===== src/cms_defines.svh =====
// register offsets, field positions, reset values and timing for the measurement sequencer
`ifndef CMS_DEFINES_SVH
`define CMS_DEFINES_SVH
`define CMS_ADDR_ST1 8'h10
`define CMS_ADDR_XL 8'h11
`define CMS_ADDR_XH 8'h12
`define CMS_ADDR_YL 8'h13
`define CMS_ADDR_YH 8'h14
`define CMS_ADDR_ZL 8'h15
`define CMS_ADDR_ZH 8'h16
`define CMS_ADDR_LAST 8'h17
`define CMS_ADDR_ST2 8'h18
`define CMS_ADDR_SECOND_CONTROL_REGISTER 8'h31
`define CMS_ADDR_CNTL3 8'h32
`define CMS_ST1_DATA_READY_FLAG_BIT 0
`define CMS_ST1_SKIP_BIT 1
`define CMS_ST2_OVF_BIT 3
`define CMS_CNTL3_SOFT_RESET_BIT_BIT 0
`define CMS_MODE_RESET 5'h00
`define CMS_RESULT_RESET 16'h0000
`define CMS_CLK_MHZ 200
`define CMS_PERIOD1_US 100000
`define CMS_PERIOD2_US 50000
`define CMS_PERIOD3_US 20000
`define CMS_PERIOD4_US 10000
`define CMS_OVF_LIMIT_UT 4912
`define CMS_SENS_NT_PER_LSB 600
`define CMS_NT_PER_UT 1000
`endif


===== src/cms_pkg.sv =====
// types for the measurement sequencer
package cms_pkg;
  typedef enum logic [4:0] {
    CMS_MODE_PDN = 5'h00,
    CMS_MODE_SINGLE = 5'h01,
    CMS_MODE_CONT1 = 5'h02,
    CMS_MODE_CONT2 = 5'h04,
    CMS_MODE_CONT3 = 5'h06,
    CMS_MODE_CONT4 = 5'h08,
    CMS_MODE_SELFTEST = 5'h10,
    CMS_MODE_FUSE = 5'h1f
  } cms_mode_type;
  typedef enum logic [1:0] {
    CMS_ST_IDLE,
    CMS_ST_MEAS,
    CMS_ST_SLEEP
  } cms_state_type;
endpackage


===== src/cms_sequencer.sv =====
// measurement sequencer: reset sources, mode control, status flags, result protection
//
// Chosen here: the address-and-strobe port and the address map.
`timescale 1ns/1ps
`include "cms_defines.svh"
module cms_sequencer
  import cms_pkg::*;
#(
  parameter int unsigned PERIOD1_CYC = `CMS_PERIOD1_US * `CMS_CLK_MHZ,
  parameter int unsigned PERIOD2_CYC = `CMS_PERIOD2_US * `CMS_CLK_MHZ,
  parameter int unsigned PERIOD3_CYC = `CMS_PERIOD3_US * `CMS_CLK_MHZ,
  parameter int unsigned PERIOD4_CYC = `CMS_PERIOD4_US * `CMS_CLK_MHZ,
  parameter int unsigned DATA_W = 16
) (
  input wire logic clk,
  input wire logic rst,
  input wire logic reset_pin_low,
  input wire logic iface_supply_on,
  input wire logic [7:0] reg_addr,
  input wire logic [7:0] reg_wdata,
  input wire logic reg_wr,
  input wire logic reg_rd,
  output logic [7:0] reg_rdata,
  output logic conv_start,
  output logic conv_selftest,
  input wire logic conv_done,
  input wire logic [DATA_W-1:0] conv_x,
  input wire logic [DATA_W-1:0] conv_y,
  input wire logic [DATA_W-1:0] conv_z,
  input wire logic [7:0] conv_last,
  output logic fuse_power,
  output logic interval_sleep,
  output logic in_reset
);

  // pin synchronisers: level accepted when stages two and three agree
  logic [1:0] pin_raw;
  logic [1:0] pin_s1_q;
  logic [1:0] pin_s2_q;
  logic [1:0] pin_s3_q;
  logic [1:0] pin_lvl_q;

  assign pin_raw = {iface_supply_on, reset_pin_low};

  genvar gi;
  generate
    for (gi = 0; gi < 2; gi++) begin : g_pin
      always_ff @(posedge clk or posedge rst) begin
        if (rst) begin
          pin_s1_q[gi] <= 1'b0;
          pin_s2_q[gi] <= 1'b0;
          pin_s3_q[gi] <= 1'b0;
          pin_lvl_q[gi] <= 1'b0;
        end else begin
          pin_s1_q[gi] <= pin_raw[gi];
          pin_s2_q[gi] <= pin_s1_q[gi];
          pin_s3_q[gi] <= pin_s2_q[gi];
          if (pin_s2_q[gi] == pin_s3_q[gi]) begin
            pin_lvl_q[gi] <= pin_s3_q[gi];
          end
        end
      end
    end
  endgenerate

  // combined synchronous reset from pin, supply monitor and soft reset
  logic soft_rst_wr;
  logic soft_reset_bit_q;
  logic soft_reset_bit_d;

  assign soft_rst_wr = reg_wr && (reg_addr == `CMS_ADDR_CNTL3) &&
                       reg_wdata[`CMS_CNTL3_SOFT_RESET_BIT_BIT];
  assign soft_reset_bit_d = !pin_lvl_q[0] || !pin_lvl_q[1] || soft_rst_wr;

  always_ff @(posedge clk or posedge rst) begin
    if (rst) begin
      soft_reset_bit_q <= 1'b1;
    end else begin
      soft_reset_bit_q <= soft_reset_bit_d;
    end
  end

  assign in_reset = soft_reset_bit_q;

  // register access decode
  logic wr_mode;
  logic rd_result;
  logic rd_st2;
  logic [4:0] wcode;
  logic code_meas;
  logic code_cont;
  logic [31:0] period_sel;

  assign wr_mode = reg_wr && !soft_reset_bit_q && (reg_addr == `CMS_ADDR_SECOND_CONTROL_REGISTER);
  assign rd_st2 = reg_rd && !soft_reset_bit_q && (reg_addr == `CMS_ADDR_ST2);
  assign rd_result = reg_rd && !soft_reset_bit_q && (reg_addr >= `CMS_ADDR_XL) &&
                     (reg_addr <= `CMS_ADDR_LAST);
  assign wcode = reg_wdata[4:0];

  always_comb begin
    code_meas = 1'b0;
    code_cont = 1'b0;
    period_sel = PERIOD1_CYC;
    case (wcode)
      CMS_MODE_SINGLE, CMS_MODE_SELFTEST: begin
        code_meas = 1'b1;
      end
      CMS_MODE_CONT1: begin
        code_cont = 1'b1;
        period_sel = PERIOD1_CYC;
      end
      CMS_MODE_CONT2: begin
        code_cont = 1'b1;
        period_sel = PERIOD2_CYC;
      end
      CMS_MODE_CONT3: begin
        code_cont = 1'b1;
        period_sel = PERIOD3_CYC;
      end
      CMS_MODE_CONT4: begin
        code_cont = 1'b1;
        period_sel = PERIOD4_CYC;
      end
      default: begin
        code_meas = 1'b0;
      end
    endcase
  end

  // mode sequencer
  cms_state_type state_q;
  logic [4:0] mode_q;
  logic [31:0] period_q;
  logic [31:0] cnt_q;
  logic start_meas;
  logic done_ev;

  assign done_ev = conv_done && (state_q == CMS_ST_MEAS);
  assign start_meas = (wr_mode && (code_meas || code_cont)) ||
                      ((state_q == CMS_ST_SLEEP) && (cnt_q >= period_q - 32'd1));

  always_ff @(posedge clk or posedge rst) begin
    if (rst) begin
      state_q <= CMS_ST_IDLE;
      mode_q <= `CMS_MODE_RESET;
      period_q <= 32'd0;
    end else if (soft_reset_bit_q) begin
      state_q <= CMS_ST_IDLE;
      mode_q <= `CMS_MODE_RESET;
      period_q <= 32'd0;
    end else if (wr_mode) begin
      // unknown codes behave as power-down
      if (code_meas || code_cont || wcode == CMS_MODE_FUSE) begin
        mode_q <= wcode;
      end else begin
        mode_q <= CMS_MODE_PDN;
      end
      state_q <= (code_meas || code_cont) ? CMS_ST_MEAS : CMS_ST_IDLE;
      period_q <= period_sel;
    end else begin
      case (state_q)
        CMS_ST_IDLE: begin
          state_q <= CMS_ST_IDLE;
        end
        CMS_ST_MEAS: begin
          if (done_ev) begin
            if (mode_q == CMS_MODE_SINGLE || mode_q == CMS_MODE_SELFTEST) begin
              state_q <= CMS_ST_IDLE;
              mode_q <= CMS_MODE_PDN;
            end else begin
              state_q <= CMS_ST_SLEEP;
            end
          end
        end
        CMS_ST_SLEEP: begin
          if (start_meas) begin
            state_q <= CMS_ST_MEAS;
          end
        end
        default: begin
          state_q <= CMS_ST_IDLE;
        end
      endcase
    end
  end

  // period counter runs from each measurement start
  always_ff @(posedge clk or posedge rst) begin
    if (rst) begin
      cnt_q <= 32'd0;
    end else if (soft_reset_bit_q || start_meas) begin
      cnt_q <= 32'd0;
    end else if (state_q != CMS_ST_IDLE) begin
      cnt_q <= cnt_q + 32'd1;
    end
  end

  always_ff @(posedge clk or posedge rst) begin
    if (rst) begin
      conv_start <= 1'b0;
      conv_selftest <= 1'b0;
    end else begin
      // no start pulse in the cycle that enters reset
      conv_start <= start_meas && !soft_reset_bit_q && !soft_reset_bit_d;
      if (wr_mode) begin
        conv_selftest <= (wcode == CMS_MODE_SELFTEST);
      end else if (soft_reset_bit_q) begin
        conv_selftest <= 1'b0;
      end
    end
  end

  assign fuse_power = (mode_q == CMS_MODE_FUSE) && !soft_reset_bit_q;
  assign interval_sleep = (state_q == CMS_ST_SLEEP) && !soft_reset_bit_q;

  // read protection window
  logic prot_q;

  always_ff @(posedge clk or posedge rst) begin
    if (rst) begin
      prot_q <= 1'b0;
    end else if (soft_reset_bit_q || rd_st2) begin
      prot_q <= 1'b0;
    end else if (rd_result) begin
      prot_q <= 1'b1;
    end
  end

  // status flags; a hardware set wins over a read clear in the same cycle
  logic data_ready_flag_q;
  logic skip_q;
  logic ovf_q;
  logic store_ok;
  logic rd_start;
  logic [DATA_W:0] abs_x;
  logic [DATA_W:0] abs_y;
  logic [DATA_W:0] abs_z;
  logic [31:0] abs_sum;
  logic ovf_hit;

  assign store_ok = done_ev && !prot_q;
  assign rd_start = rd_result || rd_st2;

  function automatic logic [DATA_W:0] abs_val(input logic [DATA_W-1:0] v);
    logic [DATA_W:0] ext;
    ext = {v[DATA_W-1], v};
    abs_val = v[DATA_W-1] ? (~ext + 1'b1) : ext;
  endfunction

  assign abs_x = abs_val(conv_x);
  assign abs_y = abs_val(conv_y);
  assign abs_z = abs_val(conv_z);
  assign abs_sum = 32'(abs_x) + 32'(abs_y) + 32'(abs_z);
  assign ovf_hit = (abs_sum * 32'(`CMS_SENS_NT_PER_LSB)) >=
                   32'(`CMS_OVF_LIMIT_UT * `CMS_NT_PER_UT);

  always_ff @(posedge clk or posedge rst) begin
    if (rst) begin
      data_ready_flag_q <= 1'b0;
      skip_q <= 1'b0;
    end else if (soft_reset_bit_q) begin
      data_ready_flag_q <= 1'b0;
      skip_q <= 1'b0;
    end else begin
      if (done_ev) begin
        data_ready_flag_q <= 1'b1;
      end else if (rd_start) begin
        data_ready_flag_q <= 1'b0;
      end
      if (done_ev && (prot_q || (data_ready_flag_q && !rd_start))) begin
        skip_q <= 1'b1;
      end else if (rd_start) begin
        skip_q <= 1'b0;
      end
    end
  end

  always_ff @(posedge clk or posedge rst) begin
    if (rst) begin
      ovf_q <= 1'b0;
    end else if (soft_reset_bit_q || start_meas) begin
      ovf_q <= 1'b0;
    end else if (store_ok && ovf_hit) begin
      ovf_q <= 1'b1;
    end
  end

  // result registers
  logic [DATA_W-1:0] res_x_q;
  logic [DATA_W-1:0] res_y_q;
  logic [DATA_W-1:0] res_z_q;
  logic [7:0] res_last_q;

  always_ff @(posedge clk or posedge rst) begin
    if (rst) begin
      res_x_q <= `CMS_RESULT_RESET;
      res_y_q <= `CMS_RESULT_RESET;
      res_z_q <= `CMS_RESULT_RESET;
      res_last_q <= 8'h00;
    end else if (soft_reset_bit_q) begin
      res_x_q <= `CMS_RESULT_RESET;
      res_y_q <= `CMS_RESULT_RESET;
      res_z_q <= `CMS_RESULT_RESET;
      res_last_q <= 8'h00;
    end else if (store_ok) begin
      res_x_q <= conv_x;
      res_y_q <= conv_y;
      res_z_q <= conv_z;
      res_last_q <= conv_last;
    end
  end

  // read data, valid the cycle after the read strobe
  logic [7:0] rdata_d;

  always_comb begin
    rdata_d = 8'h00;
    case (reg_addr)
      `CMS_ADDR_ST1: begin
        rdata_d[`CMS_ST1_DATA_READY_FLAG_BIT] = data_ready_flag_q;
        rdata_d[`CMS_ST1_SKIP_BIT] = skip_q;
      end
      `CMS_ADDR_XL: rdata_d = res_x_q[7:0];
      `CMS_ADDR_XH: rdata_d = res_x_q[15:8];
      `CMS_ADDR_YL: rdata_d = res_y_q[7:0];
      `CMS_ADDR_YH: rdata_d = res_y_q[15:8];
      `CMS_ADDR_ZL: rdata_d = res_z_q[7:0];
      `CMS_ADDR_ZH: rdata_d = res_z_q[15:8];
      `CMS_ADDR_LAST: rdata_d = res_last_q;
      `CMS_ADDR_ST2: begin
        rdata_d[`CMS_ST2_OVF_BIT] = ovf_q;
      end
      `CMS_ADDR_SECOND_CONTROL_REGISTER: rdata_d = {3'h0, mode_q};
      default: begin
        rdata_d = 8'h00;
      end
    endcase
  end

  always_ff @(posedge clk or posedge rst) begin
    if (rst) begin
      reg_rdata <= 8'h00;
    end else if (reg_rd) begin
      reg_rdata <= soft_reset_bit_q ? 8'h00 : rdata_d;
    end else begin
      reg_rdata <= 8'h00;
    end
  end

endmodule


===== config.mk =====
export PLATFORM = sky130hd
export DESIGN_NAME = cms_sequencer
export DESIGN_NICKNAME = d
export VERILOG_FILES = /design/src/cms_pkg.sv /design/src/cms_sequencer.sv
export VERILOG_INCLUDE_DIRS = /design/src
export SDC_FILE = /design/constraint.sdc
export NUM_CORES = 1
export LEC_CHECK = 0
export BUFFER_PORTS_ARGS = -buffer_cell sky130_fd_sc_hd__buf_4
export CAP_MARGIN = 25
export CELL_PAD_IN_SITES_DETAIL_PLACEMENT = 1
export CELL_PAD_IN_SITES_GLOBAL_PLACEMENT = 1
export CORE_ASPECT_RATIO = 0.6
export CORE_MARGIN = 3
export CORE_UTILIZATION = 25
export CTS_CLUSTER_SIZE = 16
export DETAILED_ROUTE_END_ITERATION = 6
export GPL_ROUTABILITY_DRIVEN = 0
export PLACE_DENSITY_LB_ADDON = 0.12
export SLEW_MARGIN = 40
export SYNTH_ARGS = -nofsm -noshare
export SYNTH_HDL_FRONTEND = slang
export SYNTH_SLANG_ARGS = --single-unit

===== constraint.sdc =====
create_clock -name clk -period 7.1 [get_ports clk]
set_clock_uncertainty 0.1 [all_clocks]
set_input_delay 0.71 -clock clk [delete_from_list [all_inputs] [get_ports clk]]
set_output_delay 0.71 -clock clk [all_outputs]
set_load 0.02 [all_outputs]

==> metrics.yaml, run 1 <==
status: "finished with violations"
violations: "negative setup slack"
async_reset_ff_frac: 1.00
clock_path_buffers: 2
grt_pass1_vias: 10600
fin_crit_ns: 7.45
grt_use_total: 0.164
wl_per_cell_um: 18.2
clk_latency_ns: 0.44
synth_area_leaders: "dfrtp_1 28%, ha_1 13%, fa_1 8.3%"
top_usage_layer: "met1"
cp_max_fo: 3
cap_viol_max_count: 0
die_y_um: 171
grt_max_degree: 72
ys.warnings.count: 0
cts_root_buf: "clkbuf_16"
gr-usage-met1: 0.259
die_w_um: 281
synth_commonest_cells: "181 x nand2_1, 126 x dfrtp_1, 117 x ha_1"
holdBufCountCts: 0
drt_wl_total_um: 38900
post-synth-top-count-cell: "nand2_1"
slew_violations: 0
fin_tns_setup_ns: -0.345
dpl.hpwl_um: 30800
hold_violations: 0
synth_edf_count: 0
pin_count: 92
synth_ff_type: "dfrtp_1"
layout_setup_ws_ns: -0.345
fillers: 5074
rsz0062_at_grt: "true"
cts_tree: "built"
synthesis.area_um2: 11300
critPathLaunchType: "input port"
io_buffers: 88
synthToLayoutAreaGrowth_pct: 37.2
drc_errors: 0
clock_sinks: 127
drive_gt1_frac: 0.303
criticalPathCategory: "input port to flop"
use_met3: 0.0228
hp-class: "flop to flop"
num_rows: 59
cts.clk_slew.worst_paths_ns: 0.06
required_ns: 7.31
yosysTopAreaCellShare: 0.278
drt_iter0_drc: 522
syn_avg_cell_area_um2: 8.79
yosysUniqueCellTypes: 82
ant_nets: 0
cp-end-kind: "flop"
slew_headroom: 0.456
overflow: 0
min_period_over_period: 1.05
antenna_found_initial: 1
syn_inst: 1289
crit_arrival_ns: 7.65
setup_viol: 1
synth_area_leader_cell: "dfrtp_1"
grt_first_pass_wirelength_um: 61800
fin_nets: 1781
vias_per_cell: 4.70
fmax_mhz: 134
start_util: 0.257
vias: 10000
core_um2: 44100
use_met2: 0.239
design.die.area_um2: 48000
cp_slowest_cell: "fa_1"
cp_slowest_stage_delay_ns: 0.56
drt_pass1_iterations: 4
tightest_slew_ns: 0.810
ys_seq_area_frac: 0.280
cts_inserted_buffers: 17
cts.htree.levels: 4
ys_ff_latch: 127
critical path, delay by kind of cell:
kind | cells | cell delay, ns
adders and majority gates | 9 | 3.20
AOI/OAI and AO/OA | 13 | 2.84
buffers and inverters | 5 | 0.43
and+or+nand+nor | 4 | 0.36
xor gates and xnor gates | 1 | 0.10
worst paths after layout:
check | cells after the start | start | end | slack (ns)
worst max register to register | 15 | period_q[23]$_DFFE_PP0N_ | ovf_q$_DFFE_PP0P_ | 2.10
worst min-delay path | 0 | pin_s1_q[1]$_DFF_PP0_ | pin_s2_q[1]$_DFF_PP0_ | 0.25
worst min register to register | 0 | pin_s1_q[1]$_DFF_PP0_ | pin_s2_q[1]$_DFF_PP0_ | 0.25
min in group asynchronous | 2 | rst | ovf_q$_DFFE_PP0P_ | 0.27
worst max-delay path | 32 | conv_y[0] | ovf_q$_DFFE_PP0P_ | -0.35
max in group asynchronous | 3 | rst | res_x_q[14]$_DFFE_PP0P_ | 5.52
through the flow:
| step | hold slack, ns | setup slack [ns] | cell area (um^2) | cells | util |
|---|---|---|---|---|---|
| floorplan | 0.231 | -0.263 | 11800 | 1291 | - |
| global placement | 0.236 | -0.823 | 14300 | 2083 | 0.324 |
| detailed placement | 0.236 | -0.958 | 14300 | 2083 | 0.324 |
| CTS | 0.251 | -0.254 | 15100 | 2120 | 0.342 |
| global route | 0.264 | -0.649 | 15500 | 2131 | 0.353 |
| finish | 0.247 | -0.345 | 15500 | 2132 | 0.353 |
area by class of cell:
class | count | area [um^2] | area share
well taps | 579 | 724 | 0.0466
repair buffers | 274 | 2120 | 0.136
multi-input cells | 1013 | 8500 | 0.547
flip-flops and latches | 127 | 3180 | 0.204
clock inverters | 11 | 131 | 0.00845
inverters | 105 | 424 | 0.0273
diodes | 2 | 5.00 | 0.000322
clock buffers | 21 | 460 | 0.0296
layout by cell type, fill, tap and decap left out, types with 11 or more instances in the layout:
cell | Yosys | routed
fa_1 | 47 | 45
a21o_1 | 25 | 25
xor2_1 | 61 | 55
buf_4 | 0 | 264
inv_2 | 0 | 11
a21oi_1 | 107 | 98
ha_4 | 0 | 20
nand2_1 | 181 | 176
dfrtp_1 | 126 | 126
xnor2_1 | 44 | 33
and3_1 | 17 | 15
nor3_1 | 18 | 17
clkbuf_16 | 0 | 17
nand4_1 | 12 | 12
a22oi_1 | 11 | 11
nand3_1 | 31 | 29
ha_1 | 117 | 95
nor2_1 | 93 | 89
o21ai_0 | 48 | 37
inv_1 | 105 | 88
sequential cells by signal, indices dropped and copies added (netlist names), 5 cells and up:
| signal | count |
|---|---|
| res_y_q | 16 |
| res_x_q | 16 |
| reg_rdata | 8 |
| period_q | 9 |
| res_z_q | 16 |
| cnt_q | 32 |
| res_last_q | 8 |
| mode_q | 5 |
per-layer routing:
layer / part of all wire / vias to the layer above
li1: - / 4957
met1: 0.55 / 4940
met2: 0.42 / 106
met3: 0.027 / 19
met4: 0.0058 / 0
met5: 0 / -
what timing repair did:
item	4_1_cts	5_1_grt
pin swaps	32	73
setup buffers	5	9
setup endpoints to repair	1	1
gates resized for setup	31	69
cells by family (layout without fill, tap and decap cells):
group / count (synthesis) / count (layout) / share of synthesized area
other: 1 / 5 / 0.000331
adder cells (fa/ha/maj): 166 / 166 / 0.214
buffers and inverters: 151 / 411 / 0.0514
AND/OR/NAND/NOR: 436 / 436 / 0.183
AO/OA/AOI/OAI: 283 / 283 / 0.160
flip-flops: 127 / 127 / 0.280
multiplexers: 20 / 20 / 0.0296
XOR/XNOR: 105 / 105 / 0.0811
Power of run 1 is left out: the tool's default activity adds up to more than one toggle a clock period on the data nets, which glitch-free logic cannot reach.
==> run 2: changes to the inputs <==
CORE_MARGIN = 10   (was 3)
clock period = 6.85 ns   (was 7.1 ns; I/O delays follow)
==> metrics.yaml, run 2 (synthesized netlist as in run 1, its figures left out) <==
regMostFlops: "cnt_q"
drt_pass1_iterations: 4  # unchanged
fmax_mhz: 137
drt_iter0_drc: 456  # -13%
largest_reg_flops: 32  # unchanged
crit_buf_inv: 5  # unchanged
cp_slowest_stage_delay_ns: 0.56  # about the same
hp-class: "input port to async pin"
setup_viol: 1  # unchanged
design.die.area_um2: 54500  # +14%
layout_commonest_cell: "buf_4"
cp_max_fo: 3  # unchanged
required_ns: 7.06  # -0.25 ns
start_util: 0.253  # -0.00429
crit_family: "adder cells"
slew_violations: 0  # unchanged
grt_max_degree: 74  # +2.8%
hold_ws_ns: 0.205  # -0.0420 ns
antenna_found_initial: 3  # +2
synthToLayoutAreaGrowth_pct: 34.7
io_buffers: 88  # unchanged
hold_violations: 0  # unchanged
layout_common_cells: "267 x buf_4, 179 x nand2_1, 126 x dfrtp_1"
crit_arrival_ns: 7.52  # -0.13 ns
ant_nets: 0  # unchanged
drc_errors: 0  # unchanged
cp_slowest_cell: "or4_4"
vias: 9962  # -0.60%
r2r_start: "period_q[23]$_DFFE_PP0N_"
grt_first_pass_wirelength_um: 63900  # +3.5%
place_inst: 2093  # +0.48%
worstRegToRegCells: 14  # -1
core_um2: 44800  # +1.7%
grt_pass1_vias: 10800  # +1.6%
overflow: 0  # unchanged
layout_setup_ws_ns: -0.459  # -0.114 ns
die_w_um: 295  # +5.0%
violations: "negative setup slack"
wl_per_cell_um: 18.6  # +2.0%
cp-end-kind: "flop"
cts_root_buf: "clkbuf_16"
vias_per_cell: 4.66  # -0.83%
cts.htree.levels: 4  # unchanged
rsz0062_at_grt: "true"
num_rows: 60  # +1.7%
drt_wl_total_um: 39800  # +2.3%
cts.clk_slew.worst_paths_ns: 0.06  # about the same
fin_cells: 2137  # +0.23%
tightest_slew_ns: 0.828  # +0.0174 ns
fillers: 5117  # +0.85%
status: "finished with violations"
min_period_over_period: 1.07
cts_inserted_buffers: 17  # unchanged
die_y_um: 185  # +8.2%
fin_nets: 1777  # -0.22%
clock_path_buffers: 2  # unchanged
rr_endpoint: "ovf_q$_DFFE_PP0P_"
drive_gt1_frac: 0.286  # -0.0173
fin_crit_ns: 7.31
dpl.hpwl_um: 32000  # +3.9%
rrSetupSlack_ns: 2.26  # +0.16 ns
criticalPathCategory: "input port to flop"
critPathLaunchType: "input port"
pin_count: 92  # unchanged
final_util: 0.341  # -0.0121
grt_use_total: 0.150  # -0.0143
slew_headroom: 0.448  # -0.00746
holdBufCountCts: 0  # unchanged
cts_tree: "built"
post-place-ws_ns: -1.26  # -0.302 ns
clk_latency_ns: 0.44  # about the same
cap_viol_max_count: 0  # unchanged
clock_sinks: 127  # unchanged
run 2: changes by cell type in the layout (fill, tap and decap cells not counted), moves of 3 or more:
cell / change
buf_6: -5
ha_4: -3
o31ai_2: -3
buf_4: +3
inv_1: +3
o41ai_4: -3
o41ai_2: +3
ha_1: +3
inv_6: +4
nand2_1: +3
run 2: worst max-delay path by stage:
stage | from | to | slack, ns | depth (start not counted)
floorplan | conv_x[1] | ovf_q$_DFFE_PP0P_ | -0.49 | 31
global placement | conv_z[1] | ovf_q$_DFFE_PP0P_ | -1.07 | 30
detailed placement | conv_z[1] | ovf_q$_DFFE_PP0P_ | -1.26 | 30
CTS | conv_z[1] | ovf_q$_DFFE_PP0P_ | -0.41 | 27
global route | conv_y[1] | ovf_q$_DFFE_PP0P_ | -0.84 | 32
finish | conv_z[3] | ovf_q$_DFFE_PP0P_ | -0.46 | 30
run 2: timing repair:
item	in CTS	in global routing
setup endpoints to repair	1	1
gates resized for setup	48	2
setup buffers	12	0
pin swaps	57	0
run 2: metrics by stage:
stage               setup TNS [ns]  cell area [um^2]
finish                      -0.459             15300
global route                -0.843             15300
CTS                         -0.415             15200
detailed placement           -1.26             14300
global placement             -1.07             14300
floorplan                   -0.488             11800
run 2: area by class of cell:
| type | count | area (um^2) | share of cell area |
|---|---|---|---|
| inverters | 105 | 419 | 0.0275 |
| diodes | 1 | 2.50 | 0.000164 |
| flip-flops and latches | 127 | 3180 | 0.208 |
| clock inverters | 13 | 153 | 0.0100 |
| repair buffers | 270 | 2060 | 0.135 |
| clock buffers | 19 | 433 | 0.0284 |
| multi-input cells | 1013 | 8290 | 0.543 |
| well taps | 589 | 737 | 0.0483 |
run 2: routing by layer:
layer  track usage  up-vias  part of all wire
met5             0        -           0.00033
met4        0.0275        2            0.0071
met3        0.0243       19             0.037
met2         0.215       96              0.41
met1         0.231     4900              0.55
li1              -     4945                 -
Power of run 2 is left out for the same reason.
==> run 3: changes to the inputs <==
ABC_AREA = 1   (was not set)
==> metrics.yaml, run 3 <==
seqCellArea_um2: 3180  # unchanged
post-synth-top-count-cell: "inv_1"
fillers: 5807  # +13%
cp_slowest_cell: "fa_1"
fin_nets: 2220  # +25%
synth_commonest_cells: "314 x inv_1, 282 x nand2_1, 145 x nor2_1"
grt_max_degree: 71  # -4.1%
async_reset_ff_frac: 1.00  # unchanged
cts_root_buf: "clkbuf_16"
ys_seq_area_frac: 0.263  # -0.0173
layout_setup_ws_ns: -0.121  # +0.338 ns
cap_viol_max_count: 0  # unchanged
violations: "negative setup slack"
design.die.area_um2: 57800  # +6.0%
multi_input_area_um2: 8680  # +4.7%
layout_commonest_cell: "buf_4"
overflow: 0  # unchanged
holdBufCountCts: 0  # unchanged
rrSetupSlack_ns: 1.95  # -0.31 ns
slew_headroom: 0.496  # +0.0481
layout_common_cells: "329 x buf_4, 285 x inv_1, 252 x nand2_1"
fin_crit_ns: 6.97  # -0.338 ns
synthToLayoutAreaGrowth_pct: 41.6
hp-class: "input port to async pin"
cts_tree: "built"
yosysUniqueCellTypes: 53  # -35%
synth_top_family_by_area: "simple AND/OR/NAND/NOR gates"
required_ns: 7.11  # +0.05 ns
cp_common_cell: "ha_4"
fmax_mhz: 143  # +4.8%
clk_latency_ns: 0.43  # about the same
die_y_um: 190  # +2.9%
critPathLaunchType: "input port"
ys_ff_latch: 127  # unchanged
wl_per_cell_um: 18.9  # +1.5%
regMostFlops: "cnt_q"
crit_arrival_ns: 7.23  # -0.29 ns
status: "finished with violations"
synthMuxAreaShare: 0  # -0.0296
tightest_slew_ns: 0.736  # -0.0912 ns
start_util: 0.253  # about the same
synth_area_leader_cell: "dfrtp_1"
syn_inst: 1642  # +27%
grt_pass1_vias: 12900  # +20%
io_buffers: 88  # unchanged
drt_iter0_drc: 793  # +74%
slew_violations: 0  # unchanged
synthXorXnorAreaFrac: 0.0638  # -0.0173
synth_area_leaders: "dfrtp_1 26%, ha_1 12%, inv_1 9.8%"
clock_sinks: 127  # unchanged
drive_gt1_frac: 0.299  # +0.0138
synthSimpleGateAreaFrac: 0.249  # +0.0662
grt_use_total: 0.170  # +0.0199
cts.htree.levels: 4  # unchanged
synth-adder-area-share: 0.201  # -0.0132
drc_errors: 0  # unchanged
post-place-ws_ns: -1.16  # +0.104 ns
drt_pass1_iterations: 5  # +1
core_um2: 47800  # +6.6%
largest_reg_flops: 32  # unchanged
criticalPathCategory: "input port to flop"
antenna_found_initial: 2  # -1
synthesis.area_um2: 12100  # +6.6%
cp-end-kind: "flop"
dpl.hpwl_um: 41800  # +31%
cts.clk_slew.worst_paths_ns: 0.07  # about the same
die_w_um: 304  # +3.0%
clock_path_buffers: 2  # unchanged
syn_avg_cell_area_um2: 7.36  # -16%
grt_first_pass_wirelength_um: 77200  # +21%
vias_per_cell: 4.64  # -0.49%
pin_count: 92  # unchanged
synth_edf_count: 0  # unchanged
synth_ff_type: "dfrtp_1"
ant_nets: 0  # unchanged
num_rows: 62  # +3.3%
rsz0062_at_grt: "true"
cp_slowest_stage_delay_ns: 0.54  # -0.02 ns
synth-compound-area-share: 0.115  # -0.0454
vias: 12200  # +23%
cp_max_fo: 4  # +1
cts_inserted_buffers: 17  # unchanged
drt_wl_total_um: 49700  # +25%
ys.warnings.count: 0  # unchanged
min_period_over_period: 1.02  # -0.0494
setup_viol: 1  # unchanged
yosysTopAreaCellShare: 0.261  # -0.0172
hold_violations: 0  # unchanged
run 3: what timing repair did:
item | CTS | global route
resized for setup | 92 | 141
pin swaps | 40 | 105
setup endpoints to repair | 1 | 1
setup buffers | 14 | 9
run 3: cells by family after synthesis:
| kind of cell | Yosys count |
|---|---|
| and+or+nand+nor | 667 |
| adders and majority gates | 166 |
| other | 1 |
| DFF | 127 |
| buffers and inverters | 345 |
| xor gates and xnor gates | 88 |
| AOI/OAI and AO/OA | 248 |
run 3: layer usage:
layer,vias to the layer above,GRT usage,wire [um]
li1,5989,-,-
met1,6022,0.266,27600
met2,168,0.238,19600
met4,2,0.0212,375
met5,-,0,12
met3,24,0.0333,2140
run 3: final timing paths:
check                                          from                      to  cells past startpoint
setup / recovery                          conv_z[0]       ovf_q$_DFFE_PP0P_                     43
hold / removal                                  rst   pin_s1_q[1]$_DFF_PP0_                      2
setup reg to reg           period_q[21]$_DFFE_PP0N_   cnt_q[17]$_DFFE_PP0P_                     21
hold reg to reg               pin_s1_q[0]$_DFF_PP0_   pin_s2_q[0]$_DFF_PP0_                      0
max in group asynchronous                       rst  res_x_q[3]$_DFFE_PP0P_                      3
min in group clk              pin_s1_q[0]$_DFF_PP0_   pin_s2_q[0]$_DFF_PP0_                      0
run 3: layout make-up:
cell class	count	area share
antenna	1	0.000146
clock buffer	17	0.0249
clock inverter	15	0.0110
inverter	317	0.0707
multi-input combinational	1172	0.507
sequential	127	0.186
tap	640	0.0468
timing repair buffer	342	0.153
run 3: per-stage QoR:
stage	setup TNS (ns)	utilization	hold WS, ns	cells	instance area [um^2]
floorplan	0	-	0.231	1644	12200
global placement	-1.10	0.320	0.243	2576	15300
detailed placement	-1.16	0.321	0.249	2576	15300
CTS	-0.236	0.345	0.242	2622	16500
global route	-0.562	0.358	0.247	2630	17100
finish	-0.121	0.358	0.224	2631	17100
run 3: worst max-delay path: cells and delay by family:
kind	cells	cell delay, ns
AND/OR/NAND/NOR	13	1.25
adder cells (fa/ha/maj)	8	2.73
AO/OA/AOI/OAI	8	1.09
XOR/XNOR	2	0.43
buffers and inverters	12	1.01
Power of run 3 is left out for the same reason.
